===== src/inc/rzf_regs.svh =====
// register map, field positions, frame constants for the route/zdo framer
`ifndef RZF_REGS_SVH
`define RZF_REGS_SVH
`define RZF_OFF_CTRL      8'h00
`define RZF_OFF_MAXHOPS   8'h04
`define RZF_OFF_STATUS    8'h08
`define RZF_OFF_MASK      8'h0C
`define RZF_OFF_LASTCMD   8'h10
`define RZF_OFF_COUNT     8'h14
`define RZF_CTRL_FRAMED   0
`define RZF_CTRL_RXFMT    1
`define RZF_CTRL_RESET    2'h1
`define RZF_MAXHOPS_RESET 8'h1E
`define RZF_IRQ_ROUTEREQ  0
`define RZF_IRQ_RXOK      1
`define RZF_IRQ_RXBAD     2
`define RZF_IRQ_SUPPRESS  3
`define RZF_IRQ_W         4
`define RZF_DELIM         8'h7E
`define RZF_TYPE_IND      8'hA3
`define RZF_TYPE_XMIT     8'h11
`define RZF_TYPE_STAT     8'h8B
`define RZF_IND_LEN       8'h0C
`define RZF_STAT_LEN      8'h07
`define RZF_OFS_TYPE      16'd3
`define RZF_OFS_PAYLOAD   16'd23
`endif


===== src/inc/rzf_pkg.sv =====
// types shared by the route/zdo framer modules
package rzf_pkg;
  typedef enum logic [2:0] {
    EM_IDLE, EM_DELIM, EM_LENH, EM_LENL, EM_DATA, EM_CSUM
  } rzf_emit_state_type;
  typedef enum logic [2:0] {
    PA_HUNT, PA_LENH, PA_LENL, PA_DATA, PA_CSUM
  } rzf_parse_state_type;
endpackage


===== src/rtl/rzf_frame_emit.sv =====
// api frame serialiser
`timescale 1ns/100ps
`include "rzf_regs.svh"
module rzf_frame_emit
  import rzf_pkg::*;
(
  // clock and reset
  input  wire logic        mclk,
  input  wire logic        rst,
  // frame request
  input  wire logic        start,
  input  wire logic [7:0]  frameLen,
  input  wire logic [95:0] frameData,
  output logic             busy,
  // byte stream out
  output logic [7:0]       txData,
  output logic             txValid,
  input  wire logic        txReady
);
  rzf_emit_state_type state_r;
  logic [95:0]        buf_r;
  logic [7:0]         len_r;
  logic [7:0]         idx_r;
  logic [7:0]         sum_r;
  logic [7:0]         byte_r;
  logic               fire;

  assign txValid = (state_r != EM_IDLE);
  assign busy    = txValid;
  assign txData  = byte_r;
  assign fire    = txValid && txReady;

  // ----------------------------------------
  // envelope sequencer
  // ----------------------------------------
  always_ff @(posedge mclk or posedge rst) begin
    if (rst) begin
      state_r <= EM_IDLE;
      buf_r   <= 96'h0;
      len_r   <= 8'h00;
      idx_r   <= 8'h00;
      sum_r   <= 8'h00;
      byte_r  <= 8'h00;
    end else begin
      case (state_r)
        EM_IDLE: begin
          if (start) begin
            byte_r  <= `RZF_DELIM;  // see [RULE5]
            buf_r   <= frameData;
            len_r   <= frameLen;
            sum_r   <= 8'h00;
            idx_r   <= 8'h00;
            state_r <= EM_DELIM;
          end
        end
        EM_DELIM: if (fire) begin
          byte_r  <= 8'h00;
          state_r <= EM_LENH;
        end
        EM_LENH: if (fire) begin
          byte_r  <= len_r;
          state_r <= EM_LENL;
        end
        EM_LENL: if (fire) begin
          byte_r  <= buf_r[95:88];
          buf_r   <= buf_r << 8;
          state_r <= EM_DATA;
        end
        EM_DATA: if (fire) begin
          sum_r <= sum_r + byte_r;
          if (idx_r == len_r - 8'h01) begin
            byte_r  <= 8'hFF - (sum_r + byte_r);  // see [RULE5]
            state_r <= EM_CSUM;
          end else begin
            idx_r  <= idx_r + 8'h01;
            byte_r <= buf_r[95:88];
            buf_r  <= buf_r << 8;
          end
        end
        EM_CSUM: if (fire) begin
          state_r <= EM_IDLE;
        end
        default: state_r <= EM_IDLE;
      endcase
    end
  end
endmodule // rzf_frame_emit


===== src/rtl/rzf_frame_parse.sv =====
// api frame deframer
`timescale 1ns/100ps
`include "rzf_regs.svh"
module rzf_frame_parse
  import rzf_pkg::*;
(
  // clock and reset
  input  wire logic        mclk,
  input  wire logic        rst,
  // byte stream in
  input  wire logic [7:0]  rxData,
  input  wire logic        rxValid,
  // decoded bytes
  output logic [7:0]       byteData,
  output logic [15:0]      byteOfs,
  output logic             byteStrobe,
  output logic             frameOk,
  output logic             frameBad
);
  rzf_parse_state_type state_r;
  logic [15:0]         len_r;
  logic [15:0]         ofs_r;
  logic [7:0]          sum_r;

  // ----------------------------------------
  // envelope tracking
  // ----------------------------------------
  always_ff @(posedge mclk or posedge rst) begin
    if (rst) begin
      state_r    <= PA_HUNT;
      len_r      <= 16'h0000;
      ofs_r      <= 16'h0000;
      sum_r      <= 8'h00;
      byteData   <= 8'h00;
      byteOfs    <= 16'h0000;
      byteStrobe <= 1'b0;
      frameOk    <= 1'b0;
      frameBad   <= 1'b0;
    end else begin
      byteStrobe <= 1'b0;
      frameOk    <= 1'b0;
      frameBad   <= 1'b0;
      if (rxValid) begin
        case (state_r)
          PA_HUNT: if (rxData == `RZF_DELIM) state_r <= PA_LENH;  // see [RULE5]
          PA_LENH: begin
            len_r[15:8] <= rxData;
            state_r     <= PA_LENL;
          end
          PA_LENL: begin
            len_r[7:0] <= rxData;
            ofs_r      <= `RZF_OFS_TYPE;
            sum_r      <= 8'h00;
            state_r    <= ({len_r[15:8], rxData} == 16'h0000) ? PA_HUNT
                                                               : PA_DATA;
          end
          PA_DATA: begin
            byteData   <= rxData;
            byteOfs    <= ofs_r;
            byteStrobe <= 1'b1;
            sum_r      <= sum_r + rxData;
            ofs_r      <= ofs_r + 16'h0001;
            if (ofs_r == len_r + 16'h0002) state_r <= PA_CSUM;
          end
          PA_CSUM: begin
            frameOk  <= ((sum_r + rxData) == 8'hFF);  // see [RULE5]
            frameBad <= ((sum_r + rxData) != 8'hFF);
            state_r  <= PA_HUNT;
          end
          default: state_r <= PA_HUNT;
        endcase
      end
    end
  end
endmodule // rzf_frame_parse


===== src/rtl/rzf_top.sv =====
// route indicator and explicit transmit framer
//
// Overview of operation
// [RULE1] Route request received: emit indicator frame of type A3.
// [RULE2] Indicator only while framed api mode is on.
// [RULE3] Requester 64-bit address in bytes 4-11, msb first.
// [RULE4] Initiator 16-bit address bytes 12-13 msb first; byte 14 zero.
// [RULE5] Frame: 7E, length msb first, data, checksum.
// [RULE6] Host commands arrive in explicit transmit frames, type 11.
// [RULE7] Correlation byte 4 zero suppresses transmit status.
// [RULE8] Destination 64-bit in bytes 5-12; FFFF is broadcast.
// [RULE9] Destination 16-bit in bytes 13-14; FFFE broadcast or unknown.
// [RULE10] Endpoint bytes 15 and 16 zero for management.
// [RULE11] Cluster in bytes 17-18, msb first.
// [RULE12] Profile bytes 19-20 zero for management.
// [RULE13] Radius byte 21 zero becomes maximum hop count.
// [RULE14] Options byte 22 all zero for management.
// [RULE15] Payload from byte 23, parameters least significant first.
// [RULE16] Active endpoints: cluster 0005, target address little endian.
// [RULE17] Receive format option one selects explicit receive frames.
// [RULE18] Management clusters follow the fixed cluster code table.
`timescale 1ns/100ps
`include "rzf_regs.svh"
module rzf_top
  import rzf_pkg::*;
(
  // clock and reset
  input  wire logic        mclk,
  input  wire logic        rst,
  // ahb-lite slave
  input  wire logic        hsel,
  input  wire logic [31:0] haddr,
  input  wire logic [1:0]  htrans,
  input  wire logic        hwrite,
  input  wire logic [2:0]  hsize,
  input  wire logic [31:0] hwdata,
  input  wire logic        hready,
  output logic [31:0]      hrdata,
  output logic             hreadyout,
  output logic             hresp,
  // interrupt
  output logic             irq,
  // network side events
  input  wire logic        routeReqValid,
  input  wire logic [63:0] routeReqAddr64,
  input  wire logic [15:0] routeReqAddr16,
  input  wire logic        netDoneValid,
  input  wire logic [7:0]  netDoneStatus,
  // serial port towards host
  output logic [7:0]       serTxData,
  output logic             serTxValid,
  input  wire logic        serTxReady,
  input  wire logic [7:0]  serRxData,
  input  wire logic        serRxValid,
  // explicit transmit request to network
  output logic             xmitValid,
  output logic             xmitDrop,
  output logic [7:0]       xmitFrameId,
  output logic [63:0]      xmitDest64,
  output logic [15:0]      xmitDest16,
  output logic [7:0]       xmitSrcEp,
  output logic [7:0]       xmitDstEp,
  output logic [15:0]      xmitCluster,
  output logic [15:0]      xmitProfile,
  output logic [7:0]       xmitRadius,
  output logic [7:0]       xmitOptions,
  output logic [7:0]       plData,
  output logic             plValid,
  // mode outputs
  output logic             framedMode,
  output logic             receive_frame_format_option
);
  // ----------------------------------------
  // declarations
  // ----------------------------------------
  logic [1:0]  ctrl_r;
  logic [7:0]  maxHops_r;
  logic [`RZF_IRQ_W-1:0] status_r;
  logic [`RZF_IRQ_W-1:0] mask_r;
  logic [`RZF_IRQ_W-1:0] evt;
  logic [15:0] indCount_r;
  logic [15:0] rxCount_r;
  logic        dpWr_r;
  logic        dpRd_r;
  logic [7:0]  dpAddr_r;
  logic        readWait_r;
  logic        apAcc;
  logic [31:0] rdValue;
  logic        indPend_r;
  logic [63:0] indAddr64_r;
  logic [15:0] indAddr16_r;
  logic        statPend_r;
  logic [7:0]  statFrameId_r;
  logic [15:0] statDest16_r;
  logic [7:0]  statCode_r;
  logic        emStart;
  logic [7:0]  emLen;
  logic [95:0] emData;
  logic        emBusy;
  logic        emIsInd;
  logic [7:0]  pbData;
  logic [15:0] pbOfs;
  logic        pbStrobe;
  logic        pbOk;
  logic        pbBad;
  logic        typeOk_r;
  logic [7:0]  wFrameId_r;
  logic [63:0] wDest64_r;
  logic [15:0] wDest16_r;
  logic [7:0]  wSrcEp_r;
  logic [7:0]  wDstEp_r;
  logic [15:0] wCluster_r;
  logic [15:0] wProfile_r;
  logic [7:0]  wRadius_r;
  logic [7:0]  wOptions_r;
  function automatic logic regHit(input logic [7:0] a, input logic [7:0] o);
    regHit = (a == o);
  endfunction
  // ----------------------------------------
  // ahb-lite slave
  // ----------------------------------------
  assign apAcc     = hsel && htrans[1] && hready;
  assign hreadyout = !readWait_r;
  assign hresp     = 1'b0;
  always_ff @(posedge mclk or posedge rst) begin
    if (rst) begin
      dpWr_r     <= 1'b0;
      dpRd_r     <= 1'b0;
      dpAddr_r   <= 8'h00;
      readWait_r <= 1'b0;
    end else begin
      readWait_r <= apAcc && !hwrite;
      if (apAcc) begin
        dpWr_r   <= hwrite;
        dpRd_r   <= !hwrite;
        dpAddr_r <= haddr[7:0];
      end else if (hready) begin
        dpWr_r <= 1'b0;
        dpRd_r <= 1'b0;
      end
    end
  end
  always_comb begin
    rdValue = 32'h0000_0000;
    if (regHit(dpAddr_r, `RZF_OFF_CTRL))    rdValue[1:0] = ctrl_r;
    if (regHit(dpAddr_r, `RZF_OFF_MAXHOPS)) rdValue[7:0] = maxHops_r;
    if (regHit(dpAddr_r, `RZF_OFF_STATUS))  rdValue[`RZF_IRQ_W-1:0] = status_r;
    if (regHit(dpAddr_r, `RZF_OFF_MASK))    rdValue[`RZF_IRQ_W-1:0] = mask_r;
    if (regHit(dpAddr_r, `RZF_OFF_LASTCMD)) rdValue = {xmitProfile, xmitCluster};
    if (regHit(dpAddr_r, `RZF_OFF_COUNT))   rdValue = {rxCount_r, indCount_r};
  end
  always_ff @(posedge mclk or posedge rst) begin
    if (rst) begin
      hrdata <= 32'h0000_0000;
    end else if (readWait_r) begin
      hrdata <= rdValue;
    end
  end
  // ----------------------------------------
  // control registers
  // ----------------------------------------
  always_ff @(posedge mclk or posedge rst) begin
    if (rst) begin
      ctrl_r    <= `RZF_CTRL_RESET;
      maxHops_r <= `RZF_MAXHOPS_RESET;
      mask_r    <= {`RZF_IRQ_W{1'b0}};
    end else if (dpWr_r) begin
      if (regHit(dpAddr_r, `RZF_OFF_CTRL))    ctrl_r    <= hwdata[1:0];
      if (regHit(dpAddr_r, `RZF_OFF_MAXHOPS)) maxHops_r <= hwdata[7:0];
      if (regHit(dpAddr_r, `RZF_OFF_MASK))
        mask_r <= hwdata[`RZF_IRQ_W-1:0];
    end
  end
  assign framedMode                  = ctrl_r[`RZF_CTRL_FRAMED];
  assign receive_frame_format_option = ctrl_r[`RZF_CTRL_RXFMT];  // see [RULE17]
  // ----------------------------------------
  // interrupt status, cleared by read
  // ----------------------------------------
  always_comb begin
    evt = {`RZF_IRQ_W{1'b0}};
    evt[`RZF_IRQ_ROUTEREQ] = routeReqValid && framedMode;
    evt[`RZF_IRQ_RXOK]     = pbOk && typeOk_r;
    evt[`RZF_IRQ_RXBAD]    = pbBad;
    evt[`RZF_IRQ_SUPPRESS] = netDoneValid && (wFrameId_r == 8'h00);
  end
  always_ff @(posedge mclk or posedge rst) begin
    if (rst) begin
      status_r <= {`RZF_IRQ_W{1'b0}};
    end else if (readWait_r && regHit(dpAddr_r, `RZF_OFF_STATUS)) begin
      status_r <= (status_r & ~rdValue[`RZF_IRQ_W-1:0]) | evt;
    end else begin
      status_r <= status_r | evt;
    end
  end
  assign irq = |(status_r & mask_r);
  // ----------------------------------------
  // route request capture
  // ----------------------------------------
  always_ff @(posedge mclk or posedge rst) begin
    if (rst) begin
      indPend_r   <= 1'b0;
      indAddr64_r <= 64'h0;
      indAddr16_r <= 16'h0000;
    end else if (routeReqValid && framedMode) begin  // see [RULE2]
      indPend_r   <= 1'b1;
      indAddr64_r <= routeReqAddr64;
      indAddr16_r <= routeReqAddr16;
    end else if (emStart && emIsInd) begin
      indPend_r <= 1'b0;
    end
  end

  // ----------------------------------------
  // transmit status capture
  // ----------------------------------------
  always_ff @(posedge mclk or posedge rst) begin
    if (rst) begin
      statPend_r    <= 1'b0;
      statFrameId_r <= 8'h00;
      statDest16_r  <= 16'h0000;
      statCode_r    <= 8'h00;
    end else if (netDoneValid && (wFrameId_r != 8'h00)) begin  // see [RULE7]
      statPend_r    <= 1'b1;
      statFrameId_r <= wFrameId_r;
      statDest16_r  <= wDest16_r;
      statCode_r    <= netDoneStatus;
    end else if (emStart && !emIsInd) begin
      statPend_r <= 1'b0;
    end
  end

  // ----------------------------------------
  // frame builder and emitter
  // ----------------------------------------
  assign emIsInd = indPend_r;
  assign emStart = !emBusy && (indPend_r || statPend_r);

  always_comb begin
    if (emIsInd) begin
      emLen  = `RZF_IND_LEN;
      emData = {`RZF_TYPE_IND,  // see [RULE1]
                indAddr64_r,    // see [RULE3]
                indAddr16_r,    // see [RULE4]
                8'h00};         // see [RULE4]
    end else begin
      emLen  = `RZF_STAT_LEN;
      emData = {`RZF_TYPE_STAT, statFrameId_r, statDest16_r,
                8'h00, statCode_r, 8'h00, 40'h0};
    end
  end

  rzf_frame_emit u_emit (
    .mclk      (mclk),
    .rst       (rst),
    .start     (emStart),
    .frameLen  (emLen),
    .frameData (emData),
    .busy      (emBusy),
    .txData    (serTxData),
    .txValid   (serTxValid),
    .txReady   (serTxReady)
  );

  always_ff @(posedge mclk or posedge rst) begin
    if (rst) begin
      indCount_r <= 16'h0000;
    end else if (emStart && emIsInd) begin
      indCount_r <= indCount_r + 16'h0001;
    end
  end

  // ----------------------------------------
  // explicit transmit frame decode
  // ----------------------------------------
  rzf_frame_parse u_parse (
    .mclk       (mclk),
    .rst        (rst),
    .rxData     (serRxData),
    .rxValid    (serRxValid),
    .byteData   (pbData),
    .byteOfs    (pbOfs),
    .byteStrobe (pbStrobe),
    .frameOk    (pbOk),
    .frameBad   (pbBad)
  );

  always_ff @(posedge mclk or posedge rst) begin
    if (rst) begin
      typeOk_r   <= 1'b0;
      wFrameId_r <= 8'h00;
      wDest64_r  <= 64'h0;
      wDest16_r  <= 16'h0000;
      wSrcEp_r   <= 8'h00;
      wDstEp_r   <= 8'h00;
      wCluster_r <= 16'h0000;
      wProfile_r <= 16'h0000;
      wRadius_r  <= 8'h00;
      wOptions_r <= 8'h00;
    end else if (pbStrobe) begin
      case (pbOfs[7:0])
        8'd3:  typeOk_r   <= (pbData == `RZF_TYPE_XMIT);  // see [RULE6]
        8'd4:  wFrameId_r <= pbData;                      // see [RULE7]
        8'd5, 8'd6, 8'd7, 8'd8, 8'd9, 8'd10, 8'd11, 8'd12:
               wDest64_r  <= {wDest64_r[55:0], pbData};   // see [RULE8]
        8'd13: wDest16_r[15:8] <= pbData;                 // see [RULE9]
        8'd14: wDest16_r[7:0]  <= pbData;
        8'd15: wSrcEp_r   <= pbData;                      // see [RULE10]
        8'd16: wDstEp_r   <= pbData;
        8'd17: wCluster_r[15:8] <= pbData;                // see [RULE11]
        8'd18: wCluster_r[7:0]  <= pbData;
        8'd19: wProfile_r[15:8] <= pbData;                // see [RULE12]
        8'd20: wProfile_r[7:0]  <= pbData;
        8'd21: wRadius_r  <= (pbData == 8'h00) ? maxHops_r
                                               : pbData;  // see [RULE13]
        8'd22: wOptions_r <= pbData;                      // see [RULE14]
        default: ;
      endcase
    end
  end
  // payload bytes untouched
  always_ff @(posedge mclk or posedge rst) begin
    if (rst) begin
      plData  <= 8'h00;
      plValid <= 1'b0;
    end else begin
      plValid <= pbStrobe && typeOk_r && (pbOfs >= `RZF_OFS_PAYLOAD);
      if (pbStrobe) plData <= pbData;  // see [RULE15]
    end
  end
  // ----------------------------------------
  // commit of a checked frame
  // ----------------------------------------
  always_ff @(posedge mclk or posedge rst) begin
    if (rst) begin
      xmitValid   <= 1'b0;
      xmitDrop    <= 1'b0;
      xmitFrameId <= 8'h00;
      xmitDest64  <= 64'h0;
      xmitDest16  <= 16'h0000;
      xmitSrcEp   <= 8'h00;
      xmitDstEp   <= 8'h00;
      xmitCluster <= 16'h0000;
      xmitProfile <= 16'h0000;
      xmitRadius  <= 8'h00;
      xmitOptions <= 8'h00;
      rxCount_r   <= 16'h0000;
    end else begin
      xmitValid <= pbOk && typeOk_r;
      xmitDrop  <= pbBad && typeOk_r;
      if (pbOk && typeOk_r) begin
        xmitFrameId <= wFrameId_r;
        xmitDest64  <= wDest64_r;
        xmitDest16  <= wDest16_r;
        xmitSrcEp   <= wSrcEp_r;
        xmitDstEp   <= wDstEp_r;
        xmitCluster <= wCluster_r;  // see [RULE18]
        xmitProfile <= wProfile_r;
        xmitRadius  <= wRadius_r;
        xmitOptions <= wOptions_r;
        rxCount_r   <= rxCount_r + 16'h0001;
      end
    end
  end
endmodule // rzf_top


===== config.mk =====
export PLATFORM = sky130hd
export DESIGN_NAME = rzf_top
export DESIGN_NICKNAME = d
export VERILOG_FILES = /design/src/inc/rzf_pkg.sv /design/src/rtl/rzf_frame_emit.sv /design/src/rtl/rzf_frame_parse.sv /design/src/rtl/rzf_top.sv
export VERILOG_INCLUDE_DIRS = /design/src /design/src/inc
export SDC_FILE = /design/constraint.sdc
export NUM_CORES = 2
export LEC_CHECK = 0
export ABC_AREA = 1
export BUFFER_PORTS_ARGS = -buffer_cell sky130_fd_sc_hd__buf_2
export CAP_MARGIN = 20
export CORE_UTILIZATION = 55
export DETAILED_ROUTE_END_ITERATION = 10
export PLACE_DENSITY = 0.83
export SLEW_MARGIN = 30
export SYNTH_ARGS = -nofsm -noshare
export SYNTH_HDL_FRONTEND = slang
export SYNTH_SLANG_ARGS = --single-unit

===== constraint.sdc =====
create_clock -name mclk -period 29.1 [get_ports mclk]
set_input_delay 2.91 -clock mclk [delete_from_list [all_inputs] [get_ports mclk]]
set_output_delay 2.91 -clock mclk [all_outputs]
set_load 0.01 [all_outputs]

* After elaboration in Yosys (flattened, before gate mapping)
Cells that the tools add are included.
** Storage, ports and cells
- Word-level logic and storage cells :: 242
- Bits in registers :: 723
- Bits of input ports :: 174
- Output and inout bits :: 209
** Cells by class
- Muxes and demuxes :: 54
- $add $sub $neg :: 9
- Bitwise gates (word level) :: 5
- Magnitude comparators :: 1
- Reduce and logical (&&, ||, !) cells :: 64
- Equality and inequality tests :: 50
** Operator list (number)
- 2-to-1 mux 96 bit :: 4
- case mux 96 bit (3 select lines) :: 1
- 2-to-1 mux 8 bit :: 12
- 2-to-1 mux 94 bit :: 1
- == test 8 x 4 -> 1 bit, second input constant :: 10
- == test 8 x 5 -> 1 bit, second input constant :: 10
- 2-to-1 mux 32 bit :: 2
- adder 16 x 1 -> 16 bit, second input constant :: 3
- case mux 8 bit (2 select lines) :: 3
- AND reduction 2 bit :: 21
- == test 8 x 3 -> 1 bit, second input constant :: 5
- case mux 8 bit (5 select lines) :: 1
- case mux 16 bit (2 select lines) :: 1
- 2-to-1 mux 3 bit :: 9
- zero test 8 bit :: 3
- case mux 3 bit (6 select lines) :: 1
- adder 16 x 2 -> 16 bit, second input constant :: 1
- adder 8 bit :: 2
- == test 16 bit :: 1
- >= comparator 16 x 5 -> 1 bit, second input constant :: 1
- zero test 16 bit :: 1
- 2-to-1 mux 4 bit :: 4
- inequality test 2 x 1 -> 1 bit, second input constant :: 8
- logical AND 1 bit :: 15
- 32 further kinds :: 63

* Longest topological paths before layout
- Depth in word-level cells :: 11
- Depth in mapped cells :: 15
- Depth with buffers taken out :: 14

* By module
Synthesis repeated with hierarchy kept, for this count alone.
** Unflattened totals
- Cell total of the unflattened synthesis :: 3724
- Area, all modules :: 32269.7 um^2
** By module, submodules not included
- rzf_top :: area an instance 21370.5 um^2, times used 1, seq. area each 13068.8 um^2, cells each 2225
- rzf_frame_emit :: area an instance 7070.5 um^2, times used 1, seq. area each 3278.1 um^2, cells each 1027
- rzf_frame_parse :: area an instance 3828.7 um^2, times used 1, seq. area each 1751.7 um^2, cells each 472

* Worst setup path after synthesis
OpenSTA, ideal clock, no wires.
- Path type :: in2reg
- Start point :: in serRxData[0]
- End point :: reg u_parse.frameBad
- Slack :: 24.860 ns
- Library setup time :: 0.118 ns
- Data arrival time :: 4.122 ns
- Path buffers :: 0
- Cell stages on the path :: 9
- Data required time :: 28.982 ns
- Cell sequence :: ha_1 fa_1 nand4_1 nand3_1 xor2_1 nor2_1 nand2_1 nor2_1 nor2_1
** On the way
- Word-level cells in the longest chain between the ends :: 4
** Ends and longest elaborated chain
- start, declared :: RTL line rzf_top.sv:53 : input wire logic [7:0] serRxData,
- adder 8 bit :: RTL line rzf_frame_parse.sv:67 : frameBad <= ((sum_r + rxData) != 8'hFF);
- inequality test 8 bit :: RTL line rzf_frame_parse.sv:67
- 2-to-1 mux 1 bit :: RTL line rzf_frame_parse.sv:44 : case (state_r)
- 2-to-1 mux 1 bit :: RTL line rzf_frame_parse.sv:43 : if (rxValid) begin
- end signal, assigned :: RTL line rzf_frame_parse.sv:67
- end, declared :: RTL line rzf_frame_parse.sv:18 : output logic frameBad
Every way passes these cells.
A chain may end at the register's enable or synchronous reset.

* Worst setup path in the final report
- Start point :: reg readWait_r
- End point :: out hreadyout
** On the way
- Word-level cells in the longest chain between the ends :: 1
** Ends and longest elaborated chain
- start, declared :: RTL line rzf_top.sv:86 : logic readWait_r;
- start signal, assigned :: RTL line rzf_top.sv:132 : readWait_r <= apAcc && !hwrite;
- zero test 1 bit :: RTL line rzf_top.sv:123 : assign hreadyout = !readWait_r;
- end, declared :: RTL line rzf_top.sv:39 : output logic hreadyout,
Every way passes these cells.

==> results_dict.tcl <==
set metrics [dict create \
    grt_max_degree 163 \
    via_count 24470 \
    dieArea_um2 56300 \
    grt_use_total_pct 28.38 \
    rows 85 \
    clkSinkCount 710 \
    grt_pass1_wl_um 126800 \
    synthArstFlopShare_pct 100.0 \
    synth_seq_cells 710 \
    coreArea_um2 54240 \
    worstSetupPathType "reg2out" \
    netlist_top_cells_area "dfrtp_1 (58%), nand2_1 (12%), o21ai_0 (6.7%), inv_1 (3.8%), nand3_1 (3.4%)" \
    cp.required_ns 26.19 \
    io_buffers 329 \
    cts_buffer_depth 3 \
    post_cts_resized 0 \
    chipHeight_um 237.3 \
    fillers 4253 \
    io_pins 383 \
    clock_latency_ns 0.62 \
    synth_top_area_share_pct 57.94 \
    drt-initial-drc-count 2258 \
    syn_area_um2 30450 \
    max_slew_margin_pct 37.65 \
    maxCapViolCount 0 \
    peakVddDrop_v 0.00007017 \
    powerDensity_nw_per_um2 90.06 \
    min_period_ns 4.951 \
    yosysSeqAreaShare_pct 58.38 \
    postCtsSetupBuffers 0 \
    synthCells 3407 \
    synth.most_common_cell "nand2_1" \
    status "complete, no violations" \
    max_freq_mhz 202.0 \
    cts_root_buf "clkbuf_16" \
    yosysTopAreaCell "dfrtp_1" \
    slew_violations 0 \
    die_w_um 237.3 \
    placed_area_um2 32500 \
    min_period_over_period_pct 17.01 \
    routedWlPerCell_um 17.71 \
    drive_gt1_share_pct 15.64 \
    setup.worst_path.end_class "output pin" \
    crit_arrival_ns 2.04 \
    drc 0 \
    dp_hpwl_um 51040 \
    antenna_left 0 \
    via_per_inst 5.532 \
    setup_ws_ns 24.15 \
    synth_warnings 0 \
    syn-num-nets 3605 \
    regArea_um2 17770 \
    pre_cts_ws_ns 23.64 \
    clock-skew-final_ns 0.03181 \
    area_growth_pct 15.14 \
    finalHoldViolCount 0 \
    stdcell_area_um2 35060 \
    tritoncts "yes" \
    worst_pin_slew_ns 0.9295 \
    path_clk_slew_ns 0.06 \
    gp_congestion 0.9084 \
    antenna_found_initial 6 \
    grt_pass1_vias 24100 \
    setup_tns_ns 0 \
    synth.distinct_cells 52 \
    routed_wl_um 78350 \
    finalSetupViolCount 0 \
    start_kind "flip-flop" \
    rsz0062_at_grt "false" \
    p_leak_nw 17.42 \
    htreeDepth 3 \
    worstPathMaxFanout 54 \
    synth_edf_count 0 \
    multiInputGateArea_um2 10800 \
    grt_overflow 0 \
    numCtsBuffers 73 \
    fin_nets 3864 \
    hold_buffers 0 \
    drtPass1Iterations 6 \
    synth.avg_cell_area_um2 8.937 \
    synthTopCellsByCount "nand2_1 (934), dfrtp_1 (705), o21ai_0 (405)" \
    synth_ff_type "dfrtp_1" \
    start_util_pct 56.13 \
    hp-class "reg2reg" \
]
[through the flow]
step | power [mW] | std cells | utilization (%) | hold slack, ns
floorplan | 1.940 | 3407 | - | 0.4272
global placement | 2.142 | 4286 | 59.89 | 0.4482
detailed placement | 2.178 | 4286 | 59.91 | 0.4558
CTS | 3.166 | 4417 | 64.55 | 0.4543
global route | 3.339 | 4421 | 64.62 | 0.4773
finish | 3.157 | 4424 | 64.63 | 0.4623
[final timing paths]
check | startpoint | slack, ns | endpoint | cells after the start
max | readWait_r | 24.15 | hreadyout | 3
min | wCluster_r[4] | 0.46 | xmitCluster[4] | 2
max reg2reg | u_emit.state_r[0] | 25.06 | u_emit.buf_r[11] | 11
min reg2reg | wCluster_r[4] | 0.46 | xmitCluster[4] | 2
max in group asynchronous | rst | 24.71 | rxCount_r[4] | 4
min in group asynchronous | rst | 2.32 | xmitDest64[40] | 2
[power breakdown]
group | internal (mW) | switching [mW]
Clock | 0.578 | 0.397
Sequential | 1.18 | 0.129
Combinational | 0.273 | 0.605
[cells in the final DEF, fill, tap and decap left out, drive strengths merged, types with 2 or more instances in the layout]
cell type and count:
o2111ai 2, nand4 24, nor3 31, nand2 937, xnor2 18, bufinv 8, a31oi 31, nor4 14
nor2 215, clkinv 23, a41oi 2, o211ai 20, or2 5, o21bai 4, nand3 208, o22ai 11
mux2 67, diode 6, ha 22, o21ai 408, buf 353, inv 318, clkbuf 100, nand3b 3
xor2 46, nor3b 2, dfrtp 705, fa 2, a21oi 128, dfstp 5
[critical path: stages, from the launching register on]
cell	delay, ns
dfrtp_1	0.33
buf_4	0.45
inv_1	0.39
buf_2	0.25
[registers in the layout, indices dropped and copies added (netlist names), 32 cells and up]
register and count:
u_emit.buf_r 88, indAddr64_r 64, wDest64_r 64, xmitDest64 64
hrdata 32
[cells by family after synthesis]
| group | count (synthesis) | share of synthesized area (%) |
|---|---|---|
| buf+inv | 488 | 6.279 |
| simple gates | 1441 | 19.39 |
| mux | 67 | 2.478 |
| compound gates | 612 | 10.59 |
| flops | 710 | 58.38 |
| other cells | 1 | 0.01232 |
| xor+xnor | 64 | 1.841 |
| fa+ha+maj | 24 | 1.036 |
[layout make-up]
cell class | instances | area share, %
diodes | 6 | 0.04283
clock buffers | 100 | 5.957
clock inverters | 31 | 1.221
inverters | 319 | 3.437
multi-input cells | 2209 | 30.81
flip-flops and latches | 710 | 50.70
well taps | 696 | 2.484
repair buffers | 353 | 5.350
[metal layers]
layer / GRT usage, % / wire (um) / vias up
met2: 45.32 / 37230 / 880
li1: - / - / 11520
met4: 13.14 / 3160 / 0
met1: 37.84 / 32600 / 11870
met3: 5.272 / 5364 / 205
met5: 0 / 0 / -
Power figures use the tool's default switching activity.
